<file path="src/sysctl_pkg.sv">
package sysctl_pkg;

   // register indices; byte address is four times the index
   localparam logic [15:0] SYSCTL_IDX  = 16'hffc4;
   localparam logic [15:0] MODE_IDX    = 16'hffc5;
   localparam logic [15:0] SENSE_IDX   = 16'hffc6;
   localparam logic [15:0] IRQEN_IDX   = 16'hffc7;
   localparam int unsigned ADDR_W      = 18;

   // system_control fields
   localparam int unsigned SOFTWARE_STANDBY_SELECT_BIT    = 7;
   localparam int unsigned STS_LSB     = 4;
   localparam int unsigned STS_W       = 3;
   localparam int unsigned NMI_EDGE_SELECT_BIT   = 2;
   localparam int unsigned RAM_ENABLE_BIT_BIT    = 0;
   localparam logic [7:0]  SYSCTL_RST  = 8'h0b;
   localparam logic [7:0]  SYSCTL_WMSK = 8'hf5;
   localparam logic [7:0]  SYSCTL_ONES = 8'h0a;

   // mode_control: fixed upper pattern, pins in bits 1:0
   localparam logic [7:0]  MODE_FIXED  = 8'he4;
   localparam int unsigned MODE_W      = 2;

   // ext_int_sense: sense bits 2:0, edge bits 6:4
   localparam int unsigned NIRQ        = 3;
   localparam int unsigned SENSE_LSB   = 0;
   localparam int unsigned EDGE_LSB    = 4;
   localparam logic [7:0]  SENSE_RST   = 8'h00;
   localparam logic [7:0]  SENSE_ONES  = 8'h88;

   // ext_irq_enable
   localparam int unsigned IRQE_LSB    = 0;
   localparam logic [7:0]  IRQEN_RST   = 8'hf8;
   localparam logic [7:0]  IRQEN_ONES  = 8'hf8;

   // clock settling times in states; one state is one clock
   localparam int unsigned SETTLE_W    = 18;
   localparam int unsigned SETTLE_S0   = 8192;
   localparam int unsigned SETTLE_S1   = 16384;
   localparam int unsigned SETTLE_S2   = 32768;
   localparam int unsigned SETTLE_S3   = 65536;
   localparam int unsigned SETTLE_S4   = 131072;
   localparam int unsigned CLK_PER_ST  = 1;

   // pin synchroniser fill before mode pins are caught
   localparam logic [1:0]  MODE_CAP_AT = 2'h2;

   typedef enum logic [1:0] {
      PWR_RUN,
      PWR_SLEEP,
      PWR_STANDBY,
      PWR_SETTLE
   } power_state_e;

endpackage : sysctl_pkg

</file>
<file path="src/pin_sense.sv">
`timescale 1ns/1ps
module pin_sense (
   // clock and reset
   input  wire logic ref_clk_in,
   input  wire logic rst_n_in,
   // pin and its configuration
   input  wire logic pin_in,
   input  wire logic edge_mode_in,
   input  wire logic rising_in,
   // results
   output logic      level_low_out,
   output logic      detect_out
);
   logic sync1_r;
   logic sync2_r;
   logic prev_r;
   logic detect_r;
   wire  fall_w = prev_r & ~sync2_r;
   wire  rise_w = ~prev_r & sync2_r;
   wire  hit_w  = edge_mode_in & (rising_in ? rise_w : fall_w);

   // idle high so no false edge right after reset
   always_ff @(posedge ref_clk_in or negedge rst_n_in) begin
      if (!rst_n_in) begin
         sync1_r  <= 1'b1;
         sync2_r  <= 1'b1;
         prev_r   <= 1'b1;
         detect_r <= 1'b0;
      end else begin
         sync1_r  <= pin_in;
         sync2_r  <= sync1_r;
         prev_r   <= sync2_r;
         detect_r <= hit_w;
      end
   end

   assign level_low_out = ~sync2_r;
   assign detect_out    = detect_r;
endmodule : pin_sense

</file>
<file path="src/settle_timer.sv">
`timescale 1ns/1ps
module settle_timer
   import sysctl_pkg::*;
(
   // clock and reset
   input  wire logic                ref_clk_in,
   input  wire logic                rst_n_in,
   // control
   input  wire logic                start_in,
   input  wire logic [SETTLE_W-1:0] load_in,
   // status
   output logic                     busy_out,
   output logic                     done_out
);
   logic [SETTLE_W-1:0] cnt_r;
   logic                done_r;
   wire                 last_w = (cnt_r == SETTLE_W'(1));

   always_ff @(posedge ref_clk_in or negedge rst_n_in) begin
      if (!rst_n_in) begin
         cnt_r  <= '0;
         done_r <= 1'b0;
      end else begin
         done_r <= last_w & ~start_in;
         if (start_in) begin
            cnt_r <= load_in;
         end else if (cnt_r != '0) begin
            cnt_r <= cnt_r - SETTLE_W'(1);
         end
      end
   end

   assign busy_out = (cnt_r != '0);
   assign done_out = done_r;
endmodule : settle_timer

</file>
<file path="src/system_control_ext_irq.sv">
`timescale 1ns/1ps
module system_control_ext_irq
   import sysctl_pkg::*;
#(
   parameter int unsigned SETTLE_0 = SETTLE_S0 * CLK_PER_ST,
   parameter int unsigned SETTLE_1 = SETTLE_S1 * CLK_PER_ST,
   parameter int unsigned SETTLE_2 = SETTLE_S2 * CLK_PER_ST,
   parameter int unsigned SETTLE_3 = SETTLE_S3 * CLK_PER_ST,
   parameter int unsigned SETTLE_4 = SETTLE_S4 * CLK_PER_ST
) (
   // clock and reset
   input  wire logic              ref_clk_in,
   input  wire logic              rst_n_in,
   // avalon-mm slave
   input  wire logic [ADDR_W-1:0] avs_address_in,
   input  wire logic              avs_read_in,
   input  wire logic              avs_write_in,
   input  wire logic [31:0]       avs_writedata_in,
   input  wire logic [3:0]        avs_byteenable_in,
   output logic      [31:0]       avs_readdata_out,
   output logic                   avs_waitrequest_out,
   // pins
   input  wire logic              nmi_pin_in,
   input  wire logic [NIRQ-1:0]   ext_int_pin_in,
   input  wire logic [MODE_W-1:0] mode_pin_in,
   // cpu side
   input  wire logic              sleep_in,
   input  wire logic              nmi_ack_in,
   input  wire logic [NIRQ-1:0]   irq_ack_in,
   output logic                   nmi_request_out,
   output logic      [NIRQ-1:0]   irq_request_out,
   // power and memory control
   output logic                   ram_enable_out,
   output logic                   sleep_mode_out,
   output logic                   standby_mode_out,
   output logic                   settling_out
);

   function automatic logic [ADDR_W-1:0] byte_addr(input logic [15:0] idx);
      byte_addr = {idx, 2'b00};
   endfunction : byte_addr

   function automatic logic [SETTLE_W-1:0] settle_len(
      input logic [STS_W-1:0] code);
      unique case (code)
         3'h0:    settle_len = SETTLE_W'(SETTLE_0);
         3'h1:    settle_len = SETTLE_W'(SETTLE_1);
         3'h2:    settle_len = SETTLE_W'(SETTLE_2);
         3'h3:    settle_len = SETTLE_W'(SETTLE_3);
         default: settle_len = SETTLE_W'(SETTLE_4);
      endcase
   endfunction : settle_len

   // ------------------------------------------------------------------
   // registers
   logic [7:0]         sysctl_r;
   logic [7:0]         sense_r;
   logic [NIRQ-1:0]    irq_en_r;
   logic [MODE_W-1:0]  mode_s1_r;
   logic [MODE_W-1:0]  mode_s2_r;
   logic [MODE_W-1:0]  mode_cap_r;
   logic [1:0]         cap_cnt_r;
   logic               ack_r;
   logic [31:0]        rdata_r;
   logic               nmi_pend_r;
   logic               nmi_pend_nxt;
   logic [NIRQ-1:0]    irq_pend_r;
   logic [NIRQ-1:0]    irq_pend_nxt;
   power_state_e       pwr_r;
   power_state_e       pwr_nxt;

   // ------------------------------------------------------------------
   // bus decode
   wire        req_w       = avs_read_in | avs_write_in;
   wire        wr_fire_w   = avs_write_in & ack_r & avs_byteenable_in[0];
   wire        hit_sys_w   = (avs_address_in == byte_addr(SYSCTL_IDX));
   wire        hit_mode_w  = (avs_address_in == byte_addr(MODE_IDX));
   wire        hit_sense_w = (avs_address_in == byte_addr(SENSE_IDX));
   wire        hit_irqen_w = (avs_address_in == byte_addr(IRQEN_IDX));
   wire [7:0]  wdata_w     = avs_writedata_in[7:0];

   // fixed one wait cycle keeps read data registered
   assign avs_waitrequest_out = req_w & ~ack_r;

   // ------------------------------------------------------------------
   // read mux; reserved bits read as 1, unmapped reads as 0
   wire [7:0] rd_sys_w   = sysctl_r | SYSCTL_ONES;
   wire [7:0] rd_mode_w  = MODE_FIXED | {6'h00, mode_cap_r};
   wire [7:0] rd_sense_w = sense_r | SENSE_ONES;
   wire [7:0] rd_irqen_w = IRQEN_ONES | {5'h00, irq_en_r};
   wire [7:0] rd_sel_w   = hit_sys_w   ? rd_sys_w   :
                           hit_mode_w  ? rd_mode_w  :
                           hit_sense_w ? rd_sense_w :
                           hit_irqen_w ? rd_irqen_w : 8'h00;

   // ------------------------------------------------------------------
   // field views
   wire                 software_standby_select_w   = sysctl_r[SOFTWARE_STANDBY_SELECT_BIT];
   wire [STS_W-1:0]     sts_w    = sysctl_r[STS_LSB +: STS_W];
   wire                 nmi_edge_select_w  = sysctl_r[NMI_EDGE_SELECT_BIT];
   wire [NIRQ-1:0]      sense_w  = sense_r[SENSE_LSB +: NIRQ];
   wire [NIRQ-1:0]      edge_w   = sense_r[EDGE_LSB +: NIRQ];

   // ------------------------------------------------------------------
   // pin front ends
   logic                nmi_det_w;
   logic [NIRQ-1:0]     irq_low_w;
   logic [NIRQ-1:0]     irq_det_w;

   pin_sense u_nmi_sense (
      .ref_clk_in    (ref_clk_in),
      .rst_n_in      (rst_n_in),
      .pin_in        (nmi_pin_in),
      .edge_mode_in  (1'b1),
      .rising_in     (nmi_edge_select_w),
      .level_low_out (),
      .detect_out    (nmi_det_w)
   );

   genvar gi;
   generate
      for (gi = 0; gi < NIRQ; gi++) begin : g_irq
         pin_sense u_irq_sense (
            .ref_clk_in    (ref_clk_in),
            .rst_n_in      (rst_n_in),
            .pin_in        (ext_int_pin_in[gi]),
            .edge_mode_in  (sense_w[gi]),
            .rising_in     (edge_w[gi]),
            .level_low_out (irq_low_w[gi]),
            .detect_out    (irq_det_w[gi])
         );
      end
   endgenerate

   // ------------------------------------------------------------------
   // request logic; a new edge wins over an ack in the same cycle
   assign nmi_pend_nxt = nmi_det_w | (nmi_pend_r & ~nmi_ack_in);
   assign irq_pend_nxt = irq_det_w | (irq_pend_r & ~irq_ack_in);

   // level mode ignores the edge bit and follows the pin through the two-flop synchroniser
   wire [NIRQ-1:0] irq_raw_w = (sense_w & irq_pend_r)
                             | (~sense_w & irq_low_w);
   assign irq_request_out = irq_raw_w & irq_en_r;
   assign nmi_request_out = nmi_pend_r;

   // ------------------------------------------------------------------
   // power state machine
   wire wake_w = nmi_pend_r | (|irq_request_out);
   logic settle_start_w;
   logic settle_done_w;

   always_comb begin
      pwr_nxt        = pwr_r;
      settle_start_w = 1'b0;
      unique case (pwr_r)
         PWR_RUN: begin
            if (sleep_in) begin
               pwr_nxt = software_standby_select_w ? PWR_STANDBY : PWR_SLEEP;
            end
         end
         PWR_SLEEP: begin
            if (wake_w) begin
               pwr_nxt = PWR_RUN;
            end
         end
         PWR_STANDBY: begin
            // oscillator restarts, so wait the chosen settling time
            if (wake_w) begin
               pwr_nxt        = PWR_SETTLE;
               settle_start_w = 1'b1;
            end
         end
         PWR_SETTLE: begin
            if (settle_done_w) begin
               pwr_nxt = PWR_RUN;
            end
         end
      endcase
   end

   settle_timer u_settle (
      .ref_clk_in (ref_clk_in),
      .rst_n_in   (rst_n_in),
      .start_in   (settle_start_w),
      .load_in    (settle_len(sts_w)),
      .busy_out   (),
      .done_out   (settle_done_w)
   );

   assign sleep_mode_out   = (pwr_r == PWR_SLEEP);
   assign standby_mode_out = (pwr_r == PWR_STANDBY);
   assign settling_out     = (pwr_r == PWR_SETTLE);
   assign ram_enable_out   = sysctl_r[RAM_ENABLE_BIT_BIT];
   assign avs_readdata_out = rdata_r;

   // ------------------------------------------------------------------
   // bus handshake and read data
   always_ff @(posedge ref_clk_in or negedge rst_n_in) begin
      if (!rst_n_in) begin
         ack_r   <= 1'b0;
         rdata_r <= 32'h0000_0000;
      end else begin
         ack_r <= req_w & ~ack_r;
         if (avs_read_in & ~ack_r) begin
            rdata_r <= {24'h00_0000, rd_sel_w};
         end
      end
   end

   // ------------------------------------------------------------------
   // writable registers; one strobe each keeps the blocks short
   wire wr_sys_w   = wr_fire_w & hit_sys_w;
   wire wr_sense_w = wr_fire_w & hit_sense_w;
   wire wr_irqen_w = wr_fire_w & hit_irqen_w;

   // read-as-one bits keep their reset value
   always_ff @(posedge ref_clk_in or negedge rst_n_in) begin
      if (!rst_n_in) begin
         sysctl_r <= SYSCTL_RST;
      end else if (wr_sys_w) begin
         sysctl_r <= (wdata_w & SYSCTL_WMSK)
                   | (sysctl_r & ~SYSCTL_WMSK);
      end
   end

   // reserved bits stored as 0 and forced to 1 on read
   always_ff @(posedge ref_clk_in or negedge rst_n_in) begin
      if (!rst_n_in) begin
         sense_r <= SENSE_RST;
      end else if (wr_sense_w) begin
         sense_r <= wdata_w & ~SENSE_ONES;
      end
   end

   always_ff @(posedge ref_clk_in or negedge rst_n_in) begin
      if (!rst_n_in) begin
         irq_en_r <= IRQEN_RST[NIRQ-1:0];
      end else if (wr_irqen_w) begin
         irq_en_r <= wdata_w[IRQE_LSB +: NIRQ];
      end
   end

   // ------------------------------------------------------------------
   // mode pins: synchronised, then caught once after reset release
   always_ff @(posedge ref_clk_in or negedge rst_n_in) begin
      if (!rst_n_in) begin
         mode_s1_r <= '0;
         mode_s2_r <= '0;
      end else begin
         mode_s1_r <= mode_pin_in;
         mode_s2_r <= mode_s1_r;
      end
   end

   // the catch waits for a real sample in the second stage; later pin
   // moves are ignored so a glitch cannot change the reported mode
   wire cap_run_w = (cap_cnt_r != MODE_CAP_AT + 2'h1);
   wire cap_now_w = (cap_cnt_r == MODE_CAP_AT);

   always_ff @(posedge ref_clk_in or negedge rst_n_in) begin
      if (!rst_n_in) begin
         mode_cap_r <= '0;
         cap_cnt_r  <= 2'h0;
      end else begin
         if (cap_run_w) begin
            cap_cnt_r <= cap_cnt_r + 2'h1;
         end
         if (cap_now_w) begin
            mode_cap_r <= mode_s2_r;
         end
      end
   end

   // ------------------------------------------------------------------
   // request registers
   always_ff @(posedge ref_clk_in or negedge rst_n_in) begin
      if (!rst_n_in) begin
         nmi_pend_r <= 1'b0;
         irq_pend_r <= '0;
      end else begin
         nmi_pend_r <= nmi_pend_nxt;
         irq_pend_r <= irq_pend_nxt;
      end
   end

   // power state register
   always_ff @(posedge ref_clk_in or negedge rst_n_in) begin
      if (!rst_n_in) begin
         pwr_r <= PWR_RUN;
      end else begin
         pwr_r <= pwr_nxt;
      end
   end

endmodule : system_control_ext_irq

</file>
<file path="config.mk">
export PLATFORM = sky130hd
export DESIGN_NAME = system_control_ext_irq
export DESIGN_NICKNAME = d
export VERILOG_FILES = /design/src/sysctl_pkg.sv /design/src/pin_sense.sv /design/src/settle_timer.sv /design/src/system_control_ext_irq.sv
export SDC_FILE = /design/constraint.sdc
export NUM_CORES = 1
export LEC_CHECK = 0
export BUFFER_PORTS_ARGS = -buffer_cell sky130_fd_sc_hd__buf_2
export CAP_MARGIN = 15
export CELL_PAD_IN_SITES_DETAIL_PLACEMENT = 1
export CELL_PAD_IN_SITES_GLOBAL_PLACEMENT = 2
export CORE_MARGIN = 2
export CORE_UTILIZATION = 32
export DETAILED_ROUTE_END_ITERATION = 6
export PLACE_DENSITY_LB_ADDON = 0.1
export RECOVER_POWER = 25
export SKIP_LAST_GASP = 1
export SLEW_MARGIN = 20
export SYNTH_ARGS = -nofsm -noshare
export SYNTH_HDL_FRONTEND = slang
export SYNTH_SLANG_ARGS = --single-unit
</file>
<file path="constraint.sdc">
create_clock -name ref_clk_in -period 2.5 [get_ports ref_clk_in]
set_input_delay 0.625 -clock ref_clk_in [delete_from_list [all_inputs] [get_ports ref_clk_in]]
set_output_delay 0.625 -clock ref_clk_in [all_outputs]
set_load 0.005 [all_outputs]
</file>
==> impl_metrics.ini, run 1 <==
[global_route]
grt_start_max_net_pins = 39
grt_util_all_layers_pct = 15.4
grt_pass1_vias = 2577
grt_pass1_wl_microns = 13400
antenna_found_initial = 0
overflow = 0

[power_and_ir_drop]
peakVddDrop_mv = 0.412
powerDensity_nw_per_um2 = 770
leakage_nw = 1.93
seq_power_share_pct = 48.3
combPwrFrac_pct = 21.9
swShare_pct = 31.4
intPower_mw = 2.21
power.total_mw = 3.21
clock_power_share_pct = 29.8
switching_power_mw = 1.01

[logic_synthesis]
netlist_area_sq_um = 3530
yosys_most_used_dff = dfrtp_1
ys_seq_area_share_pct = 52.2
synth_edf_count = 0
yosysWarnings = 0
syn_inst = 318
synthArstFlopShare_pct = 100
ys_types = 55
syn_area_per_cell_sq_um = 11.1
ys_ff_latch = 73

[clock_tree]
postCtsSetupBuffers = 0
h-tree-depth = 3
cts_root_buf = clkbuf_8
clk_pin_slew_ns = 0.07
clock_sinks = 73
cts_resized = 0
cts_hold_buf = 0
clockBufferDepth = 2
tritoncts = done
clk_latency_ns = 0.36
cts_buffers = 9

[floorplan]
core-area_sq_um = 10800
fp.dieW_microns = 109
rows = 38
ioPinCount = 110
initial_core_util_pct = 32.7
die_y_microns = 109
dieArea_sq_um = 11900

[layout]
fin_cells = 535
layout_common_cells = 60 x dfrtp_1, 55 x buf_2, 33 x nand2_1
n_antenna_cell = 0
layout_commonest_cell = dfrtp_1
nets = 463
area_growth_pct = 18.3
layout-drive-gt1-share_pct = 32.2

[routing]
drt-initial-drc-count = 75
route.met2.wl_microns = 4000
via_per_inst = 4.72
firstDrtPassIters = 4
wl_met1_microns = 3650
drc = 0
ant_nets = 0
route.vias.total = 2527
top_layer_used = met4
wl_per_cell_microns = 15.3
totalWireLength_microns = 8200
met3_length_microns = 441

[outcome]
status = complete, no violations

[placement]
dp.cells = 519
gp_congestion = 0.749
portBuffers = 57
place_hpwl_microns = 6020

[timing]
max_freq_ghz = 0.431
worst_pin_slew_ns = 0.976
slew_headroom_pct = 34.9
maxSlewViolCount = 0
rsz0062_at_grt = false
post-route-min-period_ns = 2.32
finClkSkew_ns = 0.00941
setup_tns_ns = 0
hold_viol_final = 0
finalSetupViolCount = 0
fin_crit_sh_pct = 92.8

[setup_path]
cpPeakStageDelay_ns = 0.43
worstSetupStartpointType = flip-flop
worstPathMaxFanout = 5
critical_path_required_ns = 1.88
cp_cell_sequence = or2_2, a21boi_0, buf_2
slowest_stage = a21boi_0
arrival_ns = 1.69
critPathKind = flip-flop to output port
end_kind = output port

[worst_hold_path]
min_path_type = flip-flop to flip-flop

[job]
maxCapViolations = 0
## metrics by stage
stage                     hold WS, ns  instance area, sq um  utilization [%]  worst slack, ns
after floorplan                 0.329                  3610                -            0.363
after global placement          0.335                  3980             36.9            0.227
after detailed placement        0.340                  3980             36.9            0.192
after CTS                       0.218                  4180             38.7            0.127
after global routing            0.319                  4170             38.7           0.0433
final                           0.352                  4170             38.7            0.181
## worst max-delay path: cells and delay by family (launching register included)
family	cells	cell delay, ns
AO/OA/AOI/OAI	1	0.43
flip-flops	1	0.42
AND/OR/NAND/NOR	1	0.28
buffers and inverters	1	0.21
## cells by family (layout without fill, tap and decap cells)
family                     after synthesis  in the layout  share of synthesized area, %
AOI/OAI and AO/OA                       51             51                          9.96
xor gates and xnor gates                 9              9                          2.23
adders and majority gates                4              4                          1.42
buffers and inverters                   38             92                          6.84
DFF                                     73             73                          52.2
muxes                                   23             23                          7.55
other                                    1             24                         0.106
and+or+nand+nor                        119            119                          19.6
## layout make-up
cell class                      count  area [sq um]
Clock buffer                       14           163
Clock inverter                      2          37.5
Fill cell                        1255          6620
Inverter                            7          26.3
Multi-Input combinational cell    230          1530
Sequential cell                    73          1840
Tap cell                          140           175
Timing Repair Buffer               69           399
## cells in the mapped netlist, types with 4 or more instances
| cell | number | area (sq um) |
|---|---|---|
| buf_4 | 24 | 180 |
| dfstp_2 | 13 | 342 |
| nand2b_1 | 4 | 25.0 |
| nand3_1 | 5 | 25.0 |
| mux2_2 | 17 | 191 |
| nand2_1 | 33 | 124 |
| xor2_1 | 4 | 35.0 |
| nor2b_1 | 6 | 37.5 |
| or3_1 | 7 | 43.8 |
| a21o_1 | 5 | 37.5 |
| a21oi_1 | 10 | 50.1 |
| nor2_1 | 22 | 82.6 |
| ha_1 | 4 | 50.1 |
| inv_1 | 7 | 26.3 |
| and2_1 | 5 | 31.3 |
| clkbuf_1 | 5 | 18.8 |
| o31ai_1 | 11 | 82.6 |
| or2_2 | 4 | 25.0 |
| o21ai_0 | 10 | 50.1 |
| xnor2_1 | 5 | 43.8 |
| dfrtp_1 | 60 | 1500 |
| nor4_1 | 4 | 25.0 |
| nand4b_1 | 4 | 35.0 |
## path summary, 6_finish.rpt
check	start	endpoint	slack, ns	depth (start not counted)
max in group asynchronous	rst_n_in	mode_cap_r[0]	1.34	2
setup / recovery	sense_r[0]	irq_request_out[0]	0.18	3
hold reg to reg	mode_s1_r[0]	mode_s2_r[0]	0.35	0
hold / removal	mode_s1_r[0]	mode_s2_r[0]	0.35	0
min in group asynchronous	rst_n_in	irq_pend_r[2]	0.42	1
setup reg to reg	u_settle.cnt_r[0]	u_settle.cnt_r[13]	0.22	6
## per-layer routing
layer	vias to the layer above	track usage (%)
met5	-	0
met4	0	5.77
met3	8	5.20
met2	57	25.0
met1	1239	18.8
li1	1223	-
## registers in the layout, indices dropped and copies added (netlist names)
signal and count:
u_nmi_sense.sync1_r 1, cap_cnt_r 2, irq_en_r 3, sysctl_r 6, mode_s1_r 2, g_irq.u_irq_sense.detect_out 3
mode_cap_r 2, u_settle.done_out 1, g_irq.u_irq_sense.prev_r 3, nmi_request_out 1, irq_pend_r 3, u_settle.cnt_r 18
g_irq.u_irq_sense.sync2_r 3, g_irq.u_irq_sense.sync1_r 3, ack_r 1, mode_s2_r 2, u_nmi_sense.sync2_r 1, avs_readdata_out 8
u_nmi_sense.detect_out 1, u_nmi_sense.prev_r 1, pwr_r 2, sense_r 6
## power by group through the flow
stage | sequential, mW | clock, mW | combinational (mW)
3_5_place_dp | 1.58 | 0 | 0.717
2_1_floorplan | 1.51 | 0 | 0.548
3_3_place_gp | 1.57 | 0 | 0.702
4_1_cts | 1.56 | 1.01 | 0.720
6_report | 1.55 | 0.959 | 0.703
5_1_grt | 1.59 | 1.05 | 0.813
Power figures use the tool's default switching activity.
==> run 2, diff against run 1 <==
--- a/config.mk
+++ b/config.mk
@@ -10,7 +10,7 @@
 export CELL_PAD_IN_SITES_DETAIL_PLACEMENT = 1
 export CELL_PAD_IN_SITES_GLOBAL_PLACEMENT = 2
 export CORE_MARGIN = 2
-export CORE_UTILIZATION = 32
+export CORE_UTILIZATION = 29
 export DETAILED_ROUTE_END_ITERATION = 6
 export PLACE_DENSITY_LB_ADDON = 0.1
 export RECOVER_POWER = 25
==> constraint.sdc (replaced) <==
create_clock -name ref_clk_in -period 1.9 [get_ports ref_clk_in]
set_input_delay 0.475 -clock ref_clk_in [delete_from_list [all_inputs] [get_ports ref_clk_in]]
set_output_delay 0.475 -clock ref_clk_in [all_outputs]
set_load 0.005 [all_outputs]
==> run 2 against run 1 <==
Compared with the run above: clock skew fell by 0.0039 ns; non-clock buffer count rose by 47; worst setup slack got worse by 0.18 ns; critical path type is now flip-flop to flip-flop; largest power group unchanged.
==> impl_metrics.ini, run 2 (synthesized netlist as in run 1, its figures left out) <==
[layout]
fill_cells = 1355
layout_commonest_cell = dfrtp_1
n_antenna_cell = 0
top_register = u_settle.cnt_r
layout_common_cells = 58 x dfrtp_1, 54 x buf_2, 54 x buf_4
nets = 510
layout-drive-gt1-share_pct = 44.8
area_growth_pct = 35.2
postLayoutCellArea_sq_um = 4770
largest_reg_flops = 18

[setup_path]
worstPathMaxFanout = 4
worstSetupStartpointType = flip-flop
critical_path_required_ns = 2.13
slowest_stage = or4_4
crit_family = simple AND/OR/NAND/NOR gates
cp-startpoint = u_settle.cnt_r[5]
crit_buf_inv = 0
cp_cell_sequence = or4_4, or3_4, nor4_4, mux2i_1, o21ai_2
r2r-start = u_settle.cnt_r[5]
arrival_ns = 2.13
end_kind = flip-flop
critPathKind = flip-flop to flip-flop
cpPeakStageDelay_ns = 0.56

[power_and_ir_drop]
leakage_nw = 2.24
peakVddDrop_mv = 0.395
powerDensity_nw_per_um2 = 1100
power.total_mw = 5.27

[floorplan]
initial_core_util_pct = 29.5
rows = 40
dieArea_sq_um = 13100
die_y_microns = 114
ioPinCount = 110
fp.dieW_microns = 114
core-area_sq_um = 12000

[clock_tree]
cts_buffers = 9
clk_pin_slew_ns = 0.06
cts_hold_buf = 0
clockBufferDepth = 2
clock_sinks = 73
cts_root_buf = clkbuf_16
tritoncts = done
clk_latency_ns = 0.34
h-tree-depth = 3

[global_route]
grt_util_all_layers_pct = 14.5
grt_start_max_net_pins = 36
antenna_found_initial = 0
grt_pass1_vias = 2777
grt_pass1_wl_microns = 14600
overflow = 0

[placement]
place_hpwl_microns = 6500
gp_congestion = 0.781
dpl_cell_area_sq_um = 4250
portBuffers = 57

[timing]
slew_headroom_pct = 43.5
post-route-min-period_ns = 1.90
hold_viol_final = 0
maxSlewViolCount = 0
finalSetupViolCount = 0
worst_pin_slew_ns = 0.847
setup_tns_ns = 0
rsz0062_at_grt = true
finClkSkew_ns = 0.00554
fin_crit_sh_pct = 100
max_freq_ghz = 0.526

[routing]
drc = 0
firstDrtPassIters = 4
route.vias.total = 2722
wl_per_cell_microns = 15.0
via_per_inst = 4.62
totalWireLength_microns = 8830
ant_nets = 0
drt-initial-drc-count = 73

[job]
maxCapViolations = 0

[worst_hold_path]
min_path_type = input port to flip-flop
hp-start = ext_int_pin_in[1]

[outcome]
status = complete, no violations
==> run 2: cell types whose count changed in the layout (fill, tap and decap cells not counted), moves of 3 or more <==
| cell | delta |
|---|---|
| buf_4 | +44 |
| clkbuf_8 | -10 |
| clkbuf_16 | +9 |
| buf_6 | +6 |
| dfstp_1 | -4 |
| dfstp_2 | +4 |
| or2_2 | -4 |
| or2_4 | +4 |
| a21boi_0 | -3 |
| a21boi_2 | +3 |
| nor4_1 | -3 |
| nor4_4 | +3 |
==> run 2: path summary, 6_finish.rpt <==
path | to | slack, ns | cells after the start
worst max-delay path | u_settle.cnt_r[17] | 0.0005 | 5
max in group asynchronous | g_irq[1].u_irq_sense.sync1_r | 0.92 | 2
worst min register to register | mode_s2_r[1] | 0.35 | 0
min in group asynchronous | u_nmi_sense.detect_out | 0.24 | 1
worst max register to register | u_settle.cnt_r[17] | 0.0005 | 5
worst min-delay path | g_irq[1].u_irq_sense.sync1_r | 0.23 | 1
==> run 2: power breakdown <==
group | switching (mW) | internal (mW) | leakage (nW)
logic | 0.730 | 0.804 | 1.18
clock network | 0.682 | 1.06 | 0.143
registers | 0.214 | 1.78 | 0.909
==> run 2: layout make-up <==
class	count	area [sq um]	area share, %
multi-input combinational	230	1650	34.6
tap	147	184	3.85
clock buffer	12	246	5.17
sequential	73	1850	38.7
inverter	7	26.3	0.551
clock inverter	4	51.3	1.07
timing repair buffer	116	768	16.1
==> run 2: stage by stage <==
step	hold slack [ns]	utilization, %	instances	worst slack, ns
floorplan	0.179	-	341	-0.0391
finish	0.233	39.9	589	0.000461
global route	0.222	39.9	589	-0.0836
global placement	0.333	35.6	559	-0.122
CTS	0.0840	39.0	582	-0.0361
detailed placement	0.341	35.6	559	-0.134
==> run 2: metal layers <==
| layer | wire length (microns) | GRT usage (%) | vias up |
|---|---|---|---|
| li1 | - | - | 1315 |
| met4 | 135 | 5.69 | 0 |
| met1 | 4180 | 19.2 | 1349 |
| met2 | 4200 | 22.7 | 46 |
| met5 | 0 | 0 | - |
| met3 | 315 | 3.81 | 12 |
==> run 2: repair_timing <==
item | 4_1_cts | 5_1_grt
endpoints found under the setup margin | 15 | 19
gates cloned | 0 | 0
setup buffers | 7 | 7
pin swaps | 9 | 6
gates resized for setup | 15 | 14
==> run 2: worst register-to-register path, cell delays in order (launching register included) <==
cell	delay (ns)
dfrtp_1	0.37
or4_4	0.56
or3_4	0.40
nor4_4	0.16
mux2i_1	0.24
o21ai_2	0.06
